==> config.mk <==
export PLATFORM = sky130hd
export DESIGN_NAME = pdr_regs
export DESIGN_NICKNAME = d
export VERILOG_FILES = /design/src/pkg/pdr_pkg.sv /design/src/design/pdr_regs.sv
export SDC_FILE = /design/constraint.sdc
export NUM_CORES = 1
export LEC_CHECK = 0
export BUFFER_PORTS_ARGS = -buffer_cell sky130_fd_sc_hd__buf_2
export CORE_ASPECT_RATIO = 1.4
export CORE_UTILIZATION = 45
export CTS_BUF_LIST = sky130_fd_sc_hd__clkbuf_4
export DETAILED_ROUTE_END_ITERATION = 12
export GPL_TIMING_DRIVEN = 0
export PLACE_DENSITY = 0.7
export SYNTH_ARGS = -nofsm -noshare
export SYNTH_HDL_FRONTEND = slang
export SYNTH_SLANG_ARGS = --single-unit
export TNS_END_PERCENT = 30
==> constraint.sdc <==
create_clock -name clock_i -period 4.7 [get_ports clock_i]
set_input_delay 0.705 -clock clock_i [delete_from_list [all_inputs] [get_ports clock_i]]
set_output_delay 0.705 -clock clock_i [all_outputs]
set_load 0.01 [all_outputs]
==> src/pkg/pdr_pkg.sv <==
// Package for the PHY I/O configuration and cable diagnostic register slice.
// Assumes a 16-bit register port decoded by the management front end.
package pdr_pkg;

  // Register addresses
  localparam logic [9:0] PDR_ADDR_AMP2  = 10'h186;
  localparam logic [9:0] PDR_ADDR_AMP3  = 10'h187;
  localparam logic [9:0] PDR_ADDR_AMP4  = 10'h188;
  localparam logic [9:0] PDR_ADDR_AMP5  = 10'h189;
  localparam logic [9:0] PDR_ADDR_AMP6  = 10'h18a;
  localparam logic [9:0] PDR_ADDR_IOCFG = 10'h302;
  localparam logic [9:0] PDR_ADDR_SPARE = 10'h308;

  // Field positions
  localparam int PDR_AMP6_SIGN_BIT  = 11;
  localparam int PDR_AMP6_SHORT_BIT = 5;
  localparam int PDR_IO_TERM_LSB    = 14;
  localparam int PDR_IO_CLKOFF_BIT  = 6;
  localparam int PDR_IO_MFP_LSB     = 0;
  localparam int PDR_SP_STATE_BIT   = 0;
  localparam int PDR_SP_REV_BIT     = 1;
  localparam int PDR_SP_RXCLK_BIT   = 2;
  localparam int PDR_SP_DISFRZ_BIT  = 4;
  localparam int PDR_SP_MSEBYP_BIT  = 5;
  localparam int PDR_SP_STFRZ_BIT   = 6;
  localparam int PDR_SP_CNTFRZ_BIT  = 7;
  localparam int PDR_SP_TSEL_BIT    = 8;
  localparam int PDR_SP_WAIT_LSB    = 10;

  // Writable masks and reset values
  localparam logic [15:0] PDR_IO_WMASK    = 16'hc047;
  localparam logic [15:0] PDR_SP_WMASK    = 16'hfdf4;
  localparam logic [15:0] PDR_IO_RESET    = 16'h0000;
  localparam logic [15:0] PDR_SP_RESET    = 16'h0000;
  // Revision indicator value, arbitrary
  localparam logic        PDR_REV_VALUE   = 1'b0;

  // Termination encodings
  localparam logic [1:0] PDR_TERM_50 = 2'h0;
  localparam logic [1:0] PDR_TERM_25 = 2'h1;

  // Freeze timer lengths
  localparam int PDR_CLK_MHZ     = 10;
  localparam int PDR_FRZ_SHORT_US = 176;
  localparam int PDR_FRZ_LONG_US  = 192;
  localparam int PDR_FRZ_SHORT_CYC = PDR_FRZ_SHORT_US * PDR_CLK_MHZ;
  localparam int PDR_FRZ_LONG_CYC  = PDR_FRZ_LONG_US * PDR_CLK_MHZ;

  typedef enum logic [2:0] {
    PDR_MFP_HALF_CLK, PDR_MFP_LED2, PDR_MFP_WOL, PDR_MFP_LOW3,
    PDR_MFP_MANAGEMENT_INTERRUPT_OUTPUT, PDR_MFP_LOW5, PDR_MFP_HIGH, PDR_MFP_LOW7
  } pdr_mfp_t;

  // Six loop freeze outputs in wait state
  typedef struct packed {
    logic dc_removal;
    logic integral_timing_loop;
    logic proportional_timing_loop;
    logic dfe;
    logic ffe;
    logic fine_gain;
  } pdr_loops_t;

  typedef struct packed {
    logic       idle_wake_state;
    logic       settled_state;
    logic       idle_hold_state;
    logic       idle_wait_state;
    logic       idle_refresh;
    logic       receiver_disabled_flag;
  } pdr_rx_state_t;

endpackage

==> src/design/pdr_regs.sv <==
// Register slice: cable diagnostic results, pin I/O config, spare controls.
// Assumes a one-cycle read/write strobe register port in the clock domain.
`timescale 1ns/1ps

module pdr_regs
  import pdr_pkg::*;
#(
  parameter int FRZ_SHORT_CYC = pdr_pkg::PDR_FRZ_SHORT_CYC,
  parameter int FRZ_LONG_CYC  = pdr_pkg::PDR_FRZ_LONG_CYC
) (
  // Clock and reset
  input  wire logic                   clock_i,
  input  wire logic                   rst_i,
  // Register port
  input  wire logic                   reg_wr_i,
  input  wire logic                   reg_rd_i,
  input  wire logic [9:0]             reg_addr_i,
  input  wire logic [15:0]            reg_wdata_i,
  output logic      [15:0]            reg_rdata_o,
  // Diagnostic engine results
  input  wire logic                   first_peak_sign_i,
  input  wire logic                   transmit_pair_short_flag_i,
  // Pin sources
  input  wire logic                   quarter_clock_i,
  input  wire logic                   half_clock_i,
  input  wire logic                   master_mode_i,
  input  wire logic                   second_indicator_i,
  input  wire logic                   wake_on_lan_i,
  input  wire logic                   management_interrupt_i,
  input  wire logic                   pad_three_gp_control_i,
  // Receive state
  input  wire pdr_pkg::pdr_rx_state_t rx_state_i,
  // Pin and analog controls
  output logic                        quarter_clock_output_o,
  output logic                        first_indicator_gp_pin_o,
  output logic                        multi_function_pin_o,
  output logic      [1:0]             host_pin_termination_select_o,
  output logic                        rmii_rx_clk_select_o,
  output logic                        mean_square_error_bypass_o,
  output pdr_pkg::pdr_loops_t         loop_freeze_o
);

  initial begin
    if (FRZ_SHORT_CYC < 1 || FRZ_LONG_CYC < FRZ_SHORT_CYC || FRZ_LONG_CYC > 65535) begin
      $error("pdr_regs: freeze timer lengths out of range");
    end
  end

  typedef struct packed {
    logic [15:0] io_cfg;
    logic [15:0] spare;
    logic        peak_sign;
    logic        short_flag;
    logic [15:0] rdata;
    logic [15:0] frz_cnt;
    logic        refresh_prev;
    logic        qclk;
    logic        gp_pin;
    logic        mfp;
    logic [1:0]  term;
    logic        rxclk;
    logic        msebyp;
    pdr_loops_t  frz;
  } pdr_state_t;

  pdr_state_t s_q, s_d;

  function automatic logic mfp_decode(input logic [2:0] sel, input logic hc, input logic mm,
                                      input logic led2, input logic wake_on_lan_output, input logic mdi);
    logic r;
    r = 1'b0;
    unique case (pdr_mfp_t'(sel))
      PDR_MFP_HALF_CLK: r = hc & mm;
      PDR_MFP_LED2:     r = led2;
      PDR_MFP_WOL:      r = wake_on_lan_output;
      PDR_MFP_MANAGEMENT_INTERRUPT_OUTPUT:    r = mdi;
      PDR_MFP_HIGH:     r = 1'b1;
      PDR_MFP_LOW3, PDR_MFP_LOW5, PDR_MFP_LOW7: r = 1'b0;
    endcase
    return r;
  endfunction

  logic        clk_off;
  logic [15:0] spare_view;
  logic        timer_run;
  logic        all_freeze;
  logic        wait_frz_en;
  logic [5:0]  wait_bits;

  always_comb begin
    s_d = s_q;
    clk_off = s_q.io_cfg[PDR_IO_CLKOFF_BIT];
    spare_view = s_q.spare & PDR_SP_WMASK;
    spare_view[PDR_SP_STATE_BIT] = clk_off;
    spare_view[PDR_SP_REV_BIT] = PDR_REV_VALUE;

    if (reg_wr_i && reg_addr_i == PDR_ADDR_IOCFG) begin
      s_d.io_cfg = reg_wdata_i & PDR_IO_WMASK;
    end
    if (reg_wr_i && reg_addr_i == PDR_ADDR_SPARE) begin
      s_d.spare = reg_wdata_i & PDR_SP_WMASK;
    end

    s_d.peak_sign  = first_peak_sign_i;
    s_d.short_flag = transmit_pair_short_flag_i;

    if (reg_rd_i) begin
      s_d.rdata = 16'h0000;
      unique case (reg_addr_i)
        PDR_ADDR_AMP6: begin
          s_d.rdata[PDR_AMP6_SIGN_BIT]  = s_q.peak_sign;
          s_d.rdata[PDR_AMP6_SHORT_BIT] = s_q.short_flag;
        end
        PDR_ADDR_IOCFG: s_d.rdata = s_q.io_cfg;
        PDR_ADDR_SPARE: s_d.rdata = spare_view;
        default: s_d.rdata = 16'h0000;
      endcase
    end

    s_d.qclk   = ~clk_off & quarter_clock_i;
    s_d.gp_pin = clk_off & pad_three_gp_control_i;
    s_d.mfp = mfp_decode(s_q.io_cfg[PDR_IO_MFP_LSB +: 3], half_clock_i, master_mode_i,
                         second_indicator_i, wake_on_lan_i, management_interrupt_i);
    s_d.term = s_q.io_cfg[PDR_IO_TERM_LSB +: 2];
    s_d.rxclk = s_q.spare[PDR_SP_RXCLK_BIT];
    s_d.msebyp = s_q.spare[PDR_SP_MSEBYP_BIT] & rx_state_i.idle_wake_state;

    // refresh freeze timer, restarted on refresh entry
    s_d.refresh_prev = rx_state_i.idle_refresh;
    if (s_q.spare[PDR_SP_CNTFRZ_BIT] && rx_state_i.idle_refresh && !s_q.refresh_prev) begin
      s_d.frz_cnt = s_q.spare[PDR_SP_TSEL_BIT] ? 16'(FRZ_LONG_CYC) : 16'(FRZ_SHORT_CYC);
    end else if (s_q.frz_cnt != 16'h0000) begin
      s_d.frz_cnt = s_q.frz_cnt - 16'h0001;
    end
    timer_run = (s_q.frz_cnt != 16'h0000);

    all_freeze = (s_q.spare[PDR_SP_DISFRZ_BIT] & rx_state_i.receiver_disabled_flag)
               | (s_q.spare[PDR_SP_STFRZ_BIT] & rx_state_i.settled_state)
               | timer_run;
    wait_frz_en = rx_state_i.idle_wait_state;
    wait_bits = s_q.spare[PDR_SP_WAIT_LSB +: 6] & {6{wait_frz_en}};
    s_d.frz = pdr_loops_t'(wait_bits | {6{all_freeze}});

    if (rst_i) begin
      s_d = '0;
      s_d.io_cfg = PDR_IO_RESET;
      s_d.spare  = PDR_SP_RESET;
    end
  end

  always_ff @(posedge clock_i) begin
    s_q <= s_d;
  end

  assign reg_rdata_o                   = s_q.rdata;
  assign quarter_clock_output_o        = s_q.qclk;
  assign first_indicator_gp_pin_o      = s_q.gp_pin;
  assign multi_function_pin_o          = s_q.mfp;
  assign host_pin_termination_select_o = s_q.term;
  assign rmii_rx_clk_select_o          = s_q.rxclk;
  assign mean_square_error_bypass_o    = s_q.msebyp;
  assign loop_freeze_o                 = s_q.frz;
endmodule

; ---- Yosys cells after proc, flatten, opt, wreduce, memory -nomap -nowiden
; Index checks and enable logic that the tools add are counted.
[totals]
ff_bits = 66
output_inout_bits = 29
wordCells = 59
n_memories = 0
rom_bits = 0
input_bits = 45
latch_bits = 0
ram_bits = 0
[classes]
bitwise_logic = 11
n_addsub = 1
magnitude_cmp = 0
div = 0
reduce_logical = 9
n_shift = 0
mul = 0
n_mux = 9
n_eq_ne = 10
[ops]
columns = cell, count
row1 = 16-bit 2-to-1 mux, 2
row2 = "10-bit equality test, second input constant", 2
row3 = 5-bit case mux with 2 select lines, 2
row4 = 16-bit nonzero test, 1
row5 = "16-bit by 1-bit subtractor with 16-bit output, second input constant", 1
row6 = "3-bit equality test, second input constant", 4
row7 = "10-bit by 9-bit equality test with 1-bit output, second input constant", 1
row8 = 9-bit 2-to-1 mux, 1
row9 = 4-bit case mux with 2 select lines, 1
row10 = 1-bit bitwise AND, 6
row11 = 6-bit bitwise AND, 1
row12 = "3-bit by 2-bit equality test with 1-bit output, second input constant", 2
row13 = 6-bit OR, 1
row14 = 1-bit case mux with 6 select lines, 1
row15 = 1-bit logical AND, 4
row16 = 1-bit case mux with 2 select lines, 2
row17 = "3-bit by 1-bit equality test with 1-bit output, second input constant", 1
row18 = 3-bit zero test, 1
row19 = 3-bit OR reduction, 1
row20 = 1-bit OR, 2
row21 = 2-bit nonzero test, 1
row22 = 1-bit zero test, 1
row23 = 1-bit NOT, 1

; ---- Depth between registers and ports, before layout
; Gate-level depths: netlist (run 1).
[logic_depth]
word_depth = 4
mapped_depth = 7
mapped_depth_nobuf = 6

; ---- Least setup slack after synthesis (run 1)
; Ideal clock, no wire load.
[synth_timing]
path_kind = input to register
start = input reg_addr_i[6]
end = register s_q[79] (netlist bit)
setup_time_ns = 0.132
path_buffers = 3
arrival_ns = 2.089
slack_ns = 2.479
required_ns = 4.568
cell_stages = 7
cell_sequence = or3_1 clkbuf_1 or3_1 clkbuf_1 clkbuf_1 o21ai_0 a21oi_1
[synth_via]
elab_chain_cells = 2
[synth_lines]
columns = element, line_no
row1 = "start, declared", pdr_regs.sv:17  ; input wire logic [9:0] reg_addr_i,
row2 = 10-bit equality test, -
row3 = 1-bit logical AND, pdr_regs.sv:97  ; if (reg_wr_i && reg_addr_i == PDR_ADDR_IOCFG) begin
row4 = "end signal, assigned", pdr_regs.sv:152  ; s_q <= s_d;
row5 = "end, declared", pdr_regs.sv:66  ; pdr_state_t s_q, s_d;
; No other way between the ends.
; A chain may end at the register's enable or synchronous reset.

; ---- Final worst setup path (run 1)
[layout_timing]
start = register s_q[26] (netlist bit)
end = register s_q (netlist bit loop_freeze_o[4])
[layout_via]
elab_chain_cells = 3
[layout_lines]
columns = element, line_no
row1 = 16-bit nonzero test, pdr_regs.sv:135  ; timer_run = (s_q.frz_cnt != 16'h0000);
row2 = 1-bit OR, pdr_regs.sv:139  ; | timer_run;
row3 = 6-bit OR, pdr_regs.sv:142  ; s_d.frz = pdr_loops_t'(wait_bits | {6{all_freeze}});
; No other way between the ends.

==> out/metrics.yaml, run 1 <==
cts:
  clkTransAtPathRegs_ns: 0.10
  hold_buffers: 0
  cts.sinks: 64
  cts.repair.resized: 0
  cts_max_level: 3
  cts-buffers-inserted: 9
  cts_tree: "built"
  post-cts-setup-buffers: 0
  clockBufferDepth: 2
  clk_latency_ns: 0.39
  root_buffer: "clkbuf_4"
route:
  drcViolationCount: 0
  avgViaCountPerCell: 5.34
  drt_iter0_markers: 118
  vias: 2632
  routed_wl_microns: 6670
  drt_pass1_iterations: 4
  ant_nets: 0
  wl_per_cell_microns: 13.5
logic_synthesis:
  synth-adder-area-share: 0.00433
  yosysUniqueCellTypes: 46
  ys.flop_type: "dfxtp_1"
  ys_async_sr_fraction: 0
  synth-xor-area-share: 0.0121
  synth_compound_area_frac: 0.171
  synth_area_sq_mm: 0.00289
  ys_ff_latch: 64
  synthCells: 338
  yosysWarnings: 0
  synth_mux_area_frac: 0.0104
  yosysSeqAreaShare: 0.443
  synth-edff-count: 0
  synth-simple-area-share: 0.264
  synth_top_family_by_area: "simple AND/OR/NAND/NOR gates"
  syn_area_per_cell_sq_um: 8.55
critical_path:
  crit_family: "simple AND/OR/NAND/NOR gates"
  crit_type: "reg -> reg"
  path_buf_inv: 0
  cp_cell_sequence: "nor4_1 > nand4_1 > a221oi_2 > a21oi_1"
  cp-start-kind: "register"
  endpoint: "loop_freeze_o[4]"
  cp-startpoint: "s_q[26]"
  worst-path-stages: 4
  required_ns: 4.96
  reg2reg_from: "s_q[26]"
  timing.rr.end: "loop_freeze_o[4]"
  cpMaxStageDelayCell: "nor4_1"
  crit_path_end_kind: "register"
  r2r_slack_ns: 2.37
  worstRegToRegCells: 4
  worstPathMaxFanout: 7
  max_stage_delay_ns: 0.67
  critical_path_arrival_ns: 2.60
grt:
  antenna_found_initial: 0
  grt_max_degree: 11
  gr-total-overflow: 0
  grt_pass1_wl_microns: 11100
  grt_pass1_vias: 2490
  track_usage: 0.208
power:
  pwr_density_cell_mw_per_mm2: 480
  p_leak_nw: 1.39
  peakVddDrop_mv: 0.231
die:
  core_sq_mm: 0.00621
  die_y_microns: 96.8
  rows: 34
  die_x_microns: 69.7
  ios: 74
  start_util: 0.465
  die_area_sq_mm: 0.00675
sta:
  fin_tns_setup_ns: 0
  clock.fmax_mhz: 428
  setup_violations: 0
  skew_ns: 0.00839
  hold_ws_ns: 0.461
  slew_violations: 0
  post-route-min-period_ns: 2.33
  finalHoldViolations: 0
  fin_crit_sh: 0.497
  rsz0062_at_grt: "false"
  worst_pin_slew_ns: 0.734
  relSlewSlack: 0.506
hold_path:
  holdCritStartpoint: "s_q[53]"
  min_path_type: "reg -> reg"
placement:
  hpwl_microns: 5100
  post_dp_cell_area_sq_mm: 0.00332
  portBuffers: 67
  place_congestion: 0.855
flow_run:
  cap_violations: 0
final_layout:
  nets: 463
  layout-drive-gt1-share: 0.283
  fin_area_sq_mm: 0.00342
  n_antenna_cell: 0
  syn2layout_area_growth_pct: 18.3
run_status:
  status: "completed"
[worst min-delay path by stage]
stage,end,slack (ns),depth (start not counted)
CTS,mean_square_error_bypass_o,0.46,2
detailed placement,mean_square_error_bypass_o,0.45,2
floorplan,mean_square_error_bypass_o,0.42,2
finish,mean_square_error_bypass_o,0.46,2
global placement,reg_rdata_o[5],0.45,2
global route,loop_freeze_o[5],0.49,2
[stage by stage]
stage,setup slack [ns],instances,total power [mW],utilization
6_report,2.37,493,1.64,0.551
2_1_floorplan,2.48,339,1.19,-
3_5_place_dp,2.17,478,1.36,0.534
3_3_place_gp,2.19,478,1.34,0.534
4_1_cts,2.34,493,1.65,0.551
5_1_grt,2.13,493,1.76,0.551
[cell usage after synthesis (2+ instances only)]
library cell  count  area, sq um
dfxtp_1          64         1280
a21oi_1          37          185
nand2_1          30          113
nand3_1          27          135
buf_4            25          188
nor2_1           20         75.1
o21ai_0          20          100
clkbuf_1         14         52.6
nand2b_1         11         68.8
or3_1             8         50.1
a311oi_1          7         61.3
nor2b_1           7         43.8
inv_1             6         22.5
or4_1             5         37.5
nor4_1            4         25.0
nor4_2            4         50.1
a211o_1           3         26.3
mux2i_1           3         30.0
nand3b_1          3         22.5
nand4_1           3         18.8
nor3_1            3         15.0
nor3b_1           3         22.5
or2_2             3         18.8
a31oi_1           2         12.5
o31ai_1           2         15.0
o32ai_1           2         17.5
xnor2_1           2         17.5
xor2_1            2         17.5
[power by group]
| group | internal (mW) | leakage (nW) | switching [mW] |
|---|---|---|---|
| Clock | 0.107 | 0.0571 | 0.187 |
| Sequential | 0.632 | 0.523 | 0.0792 |
| Combinational | 0.285 | 0.809 | 0.352 |
| Total | 1.02 | 1.39 | 0.618 |
[routing by layer]
layer,global-route usage,up-vias,part of all wire
met5,0,-,0
met4,0.0938,0,0.023
met3,0.0563,16,0.038
met2,0.371,61,0.53
met1,0.225,1215,0.41
li1,-,1340,-
[flip-flops by register name, indices dropped and copies added, names as in the netlist]
name	count
mean_square_error_bypass_o	1
s_q	36
multi_function_pin_o	1
clk_off	1
loop_freeze_o	6
reg_rdata_o	14
host_pin_termination_select_o	2
rmii_rx_clk_select_o	1
quarter_clock_output_o	1
first_indicator_gp_pin_o	1
[worst min-delay path, stage by stage, from the launching register on]
cell	delay [ns]
dfxtp_1	0.34
nand2_1	0.06
nor2_1	0.03
[cell type report]
cell class,count,area (sq um)
multi-input cells,228,1340
flip-flops and latches,64,1280
fillers,625,2790
plain buffers,41,249
clock buffers,10,75.1
well taps,72,90.1
inverters,6,22.5
clock inverters,5,25.0
repair buffers,67,335
[placed cells by master, fill, tap and decap left out, types with 3 or more instances in the layout]
cell / n
nand2_1: 30
nor3b_1: 3
nor4_2: 4
clkbuf_1: 14
nand2b_1: 11
nand4_1: 3
nand3_1: 27
nor2_1: 20
nand3b_1: 3
inv_1: 6
buf_4: 25
nor2b_1: 7
or4_1: 5
buf_2: 68
clkbuf_4: 10
a21oi_1: 37
nor4_1: 4
o21ai_0: 20
or2_2: 3
or3_1: 8
a311oi_1: 7
a211o_1: 3
mux2i_1: 3
nor3_1: 3
dfxtp_1: 64
[kinds of logic (layout without fill, tap and decap cells)]
| logic type | count (synthesis) | count (layout) |
|---|---|---|
| xor+xnor | 4 | 4 |
| other cells | 1 | 2 |
| simple gates | 138 | 138 |
| compound gates | 80 | 80 |
| flops | 64 | 64 |
| mux | 3 | 3 |
| buf+inv | 47 | 129 |
| fa+ha+maj | 1 | 1 |
Note: power is estimated with default switching activity, not from simulation.
==> inputs of run 2 (changes only) <==
ABC_AREA = 1   (was unset)
PLACE_DENSITY = 0.69   (was 0.7)
clock period = 2.19 ns   (was 4.7 ns; I/O delays follow)
==> out/metrics.yaml, run 2 <==
flow_run:
  cap_violations: 0
route:
  wl_per_cell_microns: 11.8
  drcViolationCount: 0
  vias: 3100
  routed_wl_microns: 7610
  drt_iter0_markers: 215
  avgViaCountPerCell: 4.82
  drt_pass1_iterations: 4
  ant_nets: 0
logic_synthesis:
  synth_top_area_frac: 0.407
  synth_largest_area_cell: "dfxtp_1"
  yosysUniqueCellTypes: 27
  yosysSeqAreaShare: 0.407
  ys.flop_type: "dfxtp_1"
  ys_async_sr_fraction: 0
  yosysWarnings: 0
  synth_most_common_cell: "nor2_1"
  synth_area_sq_mm: 0.00315
  syn_area_per_cell_sq_um: 6.74
  synth-edff-count: 0
  synthCells: 467
  ys_ff_latch: 64
  synth_area_leaders: "dfxtp_1 41%, nor2_1 13%, nand2_1 13%, nand3_1 6.2%, buf_4 6.2%"
  synth_commonest_cells: "107 x nor2_1, 105 x nand2_1, 64 x dfxtp_1"
power:
  peakVddDrop_mv: 0.431
  p_leak_nw: 1.98
  report.power.total_mw: 3.93
  pwr_density_cell_mw_per_mm2: 1040
cts:
  post-cts-setup-buffers: 0
  clockBufferDepth: 2
  cts_tree: "built"
  cts.sinks: 64
  cts-buffers-inserted: 9
  root_buffer: "clkbuf_4"
  cts_max_level: 3
  hold_buffers: 0
  cts.repair.resized: 0
  clk_latency_ns: 0.41
  clkTransAtPathRegs_ns: 0.12
placement:
  post_dp_cell_area_sq_mm: 0.00360
  place_congestion: 0.881
  dp.cells: 627
  hpwl_microns: 5840
  portBuffers: 67
sta:
  fin_crit_sh: 0.853
  finalHoldViolations: 0
  worst_pin_slew_ns: 0.587
  skew_ns: 0.0124
  post-route-min-period_ns: 1.87
  slew_violations: 0
  setup_violations: 0
  fin_tns_setup_ns: 0
  rsz0062_at_grt: "false"
  relSlewSlack: 0.609
  clock.fmax_mhz: 535
die:
  core_sq_mm: 0.00666
  die_x_microns: 72.7
  start_util: 0.473
  die_area_sq_mm: 0.00734
  die_y_microns: 101
  ios: 74
  rows: 35
critical_path:
  worstPathMaxFanout: 8
  crit_path_end_kind: "register"
  endpoint: "s_q[26]"
  cp_cell_sequence: "inv_1 > ha_1 > nand2_1 > nor2_1 > nand2_1 > nand4_1 > nor2_1"
  cp-startpoint: "s_q[14]"
  worstRegToRegCells: 7
  critical_path_arrival_ns: 2.16
  cpMaxStageDelayCell: "dfxtp_1"
  crit_type: "reg -> reg"
  cp-start-kind: "register"
  r2r_slack_ns: 0.32
  max_stage_delay_ns: 0.35
  reg2reg_from: "s_q[14]"
  timing.rr.end: "s_q[26]"
  required_ns: 2.49
final_layout:
  layout-drive-gt1-share: 0.250
  final_cells: 643
  nets: 592
  largest-register: "s_q"
  fillerInstances: 683
  finalCoreUtilization: 0.569
  fin_area_sq_mm: 0.00379
  syn2layout_area_growth_pct: 20.3
  n_antenna_cell: 0
  multiInputGateArea_sq_mm: 0.00143
  final_cell_mix: "107 x nor2_1, 105 x nand2_1, 72 x buf_2"
  layout_commonest_cell: "nor2_1"
  largest_register_ffs: 36
  seq_area_sq_mm: 0.00128
grt:
  grt_pass1_wl_microns: 12700
  antenna_found_initial: 0
  track_usage: 0.227
  grt_pass1_vias: 2854
  gr-total-overflow: 0
  grt_max_degree: 13
run_status:
  status: "completed"
hold_path:
  min_path_type: "in -> reg"
  holdCritStartpoint: "transmit_pair_short_flag_i"
[run 2: changes by cell type after synthesis, moves of 6 or more]
cell / previous run / this run
a21oi_1: 37 / 12
a21oi_2: 0 / 6
a311oi_1: 7 / 0
clkbuf_1: 14 / 5
inv_1: 6 / 49
nand2_1: 30 / 105
nand2_2: 0 / 7
nand2b_1: 11 / 0
nand3_1: 27 / 39
nand4_1: 3 / 11
nor2_1: 20 / 107
nor2b_1: 7 / 0
o21ai_0: 20 / 11
or3_1: 8 / 0
[run 2: routing by layer]
layer | vias to the layer above | global-route usage | part of all wire
met5 | - | 0 | 0
met4 | 0 | 0.0920 | 0.019
met1 | 1422 | 0.246 | 0.40
met2 | 82 | 0.420 | 0.53
met3 | 12 | 0.0490 | 0.051
li1 | 1584 | - | -
[run 2: final cells by class]
class                           instances  area share
Clock buffer                            9      0.0178
Tap cell                               92      0.0304
Buffer                                 39      0.0680
Clock inverter                          7      0.0314
Multi-Input combinational cell        316       0.377
Sequential cell                        64       0.338
Inverter                               49      0.0485
Timing Repair Buffer                   67      0.0885
[run 2: logic make-up after synthesis]
kind of cell / Yosys count / synth area share
adder cells (fa/ha/maj): 1 / 0.00397
XOR/XNOR: 1 / 0.00278
other: 1 / 0.00119
AO/OA/AOI/OAI: 31 / 0.0580
AND/OR/NAND/NOR: 281 / 0.387
flip-flops: 64 / 0.407
buffers and inverters: 88 / 0.140
[run 2: power by group]
group / internal (mW) / leakage (nW) / total [mW] / switching (mW)
clock network: 0.579 / 0.0925 / 1.04 / 0.463
registers: 1.32 / 0.524 / 1.45 / 0.125
logic: 0.535 / 1.37 / 1.44 / 0.904
[run 2: per-stage QoR]
| step | setup slack (ns) | hold WS (ns) |
|---|---|---|
| after floorplan | 0.752 | 0.410 |
| after global placement | 0.380 | 0.431 |
| after detailed placement | 0.366 | 0.450 |
| after CTS | 0.345 | 0.103 |
| after global routing | 0.124 | 0.101 |
| final | 0.322 | 0.125 |
[run 2: worst min-delay path by stage]
stage | end | depth (start not counted)
2_1_floorplan | mean_square_error_bypass_o | 2
3_3_place_gp | mean_square_error_bypass_o | 2
6_report | s_q[46] | 3
3_5_place_dp | mean_square_error_bypass_o | 2
4_1_cts | s_q[46] | 3
5_1_grt | quarter_clock_output_o | 3
[run 2: worst max-delay path, delay by kind of cell, from the launching register on]
kind | cells | cell delay (ns)
adder cells (fa/ha/maj) | 1 | 0.31
buffers and inverters | 1 | 0.18
flip-flops | 1 | 0.35
AND/OR/NAND/NOR | 5 | 0.93
==> inputs of run 3 (changes only) <==
CELL_PAD_IN_SITES_DETAIL_PLACEMENT = 0   (was unset)
CELL_PAD_IN_SITES_GLOBAL_PLACEMENT = 1   (was unset)
CORE_UTILIZATION = 39   (was 45)
PLACE_DENSITY = unset   (was 0.69)
PLACE_DENSITY_LB_ADDON = 0.1   (was unset)
==> out/metrics.yaml, run 3 (synthesis gave the netlist of run 2 again) <==
grt:
  gr-total-overflow: 0
  track_usage: 0.208
  antenna_found_initial: 0
  grt_pass1_vias: 2767
  grt_pass1_wl_microns: 12900
  grt_max_degree: 11
route:
  vias: 2979
  ant_nets: 0
  drt_pass1_iterations: 4
  drt_iter0_markers: 114
  wl_per_cell_microns: 12.6
  avgViaCountPerCell: 4.58
  routed_wl_microns: 8160
  drcViolationCount: 0
cts:
  root_buffer: "clkbuf_4"
  cts-buffers-inserted: 9
  cts.repair.resized: 0
  clkTransAtPathRegs_ns: 0.11
  post-cts-setup-buffers: 0
  clk_latency_ns: 0.42
  hold_buffers: 0
  cts_max_level: 3
  cts.sinks: 64
  cts_tree: "built"
  clockBufferDepth: 2
final_layout:
  layout_commonest_cell: "nor2_1"
  fin_area_sq_mm: 0.00373
  largest-register: "s_q"
  largest_register_ffs: 36
  layout-drive-gt1-share: 0.244
  final_cell_mix: "107 x nor2_1, 105 x nand2_1, 72 x buf_2"
  n_antenna_cell: 0
  nets: 592
  syn2layout_area_growth_pct: 18.5
die:
  die_y_microns: 108
  die_area_sq_mm: 0.00844
  die_x_microns: 77.9
  rows: 38
  ios: 74
  start_util: 0.404
  core_sq_mm: 0.00780
power:
  p_leak_nw: 1.96
  peakVddDrop_mv: 0.555
  pwr_density_cell_mw_per_mm2: 979
placement:
  place_congestion: 0.905
  portBuffers: 67
  hpwl_microns: 6310
  post_dp_cell_area_sq_mm: 0.00361
sta:
  rsz0062_at_grt: "false"
  skew_ns: 0.0119
  post-route-min-period_ns: 1.90
  clock.fmax_mhz: 527
  fin_tns_setup_ns: 0
  setup_violations: 0
  finalHoldViolations: 0
  worst_pin_slew_ns: 0.670
  slew_violations: 0
  relSlewSlack: 0.553
  fin_crit_sh: 0.866
critical_path:
  worstPathMaxFanout: 8
  cp-start-kind: "register"
  critical_path_arrival_ns: 2.18
  crit_path_end_kind: "register"
  crit_type: "reg -> reg"
  required_ns: 2.47
  r2r_slack_ns: 0.29
hold_path:
  min_path_type: "in -> reg"
run_status:
  status: "completed"
flow_run:
  cap_violations: 0
## run 3: final timing paths
| kind | start | end | cells past startpoint |
|---|---|---|---|
| setup / recovery | s_q[14] | s_q[27] | 7 |
| hold / removal | transmit_pair_short_flag_i | s_q[46] | 3 |
| setup reg to reg | s_q[14] | s_q[27] | 7 |
| hold reg to reg | s_q[53] | mean_square_error_bypass_o | 2 |
## run 3: through the flow
step                hold WS (ns)   util  setup WS [ns]  instances  total power [mW]
CTS                       0.0954  0.478          0.292        650              3.70
finish                     0.121  0.478          0.293        650              3.65
floorplan                  0.410      -          0.752        468              2.54
global placement           0.437  0.463          0.329        635              2.91
global route               0.106  0.478         0.0329        650              3.98
detailed placement         0.442  0.463          0.301        635              2.94
## run 3: area by class of cell
class | count | area (sq um)
Buffer | 39 | 258
Clock inverter | 6 | 51.3
Multi-Input combinational cell | 316 | 1430
Fill cell | 889 | 4070
Timing Repair Buffer | 67 | 335
Sequential cell | 64 | 1280
Clock buffer | 9 | 67.6
Inverter | 49 | 184
Tap cell | 100 | 125
## run 3: routing by layer
| metal | vias to the layer above | part of all wire | GRT usage |
|---|---|---|---|
| met5 | - | 0 | 0 |
| met4 | 0 | 0.041 | 0.151 |
| met3 | 20 | 0.023 | 0.0278 |
| met2 | 52 | 0.52 | 0.384 |
| met1 | 1320 | 0.42 | 0.214 |
| li1 | 1587 | - | - |
## run 3: worst max-delay path, cell delays in order (launching register included)
cell	delay (ns)
dfxtp_1	0.35
inv_1	0.18
ha_1	0.31
nand2_1	0.17
nor2_1	0.26
nand2_1	0.26
nand4_1	0.16
nor2_1	0.05
## run 3: power breakdown
| part | switching, mW | internal, mW | leakage [nW] | total [mW] |
|---|---|---|---|---|
| clock network | 0.423 | 0.327 | 0.0681 | 0.750 |
| registers | 0.126 | 1.32 | 0.524 | 1.45 |
| logic | 0.919 | 0.534 | 1.37 | 1.45 |
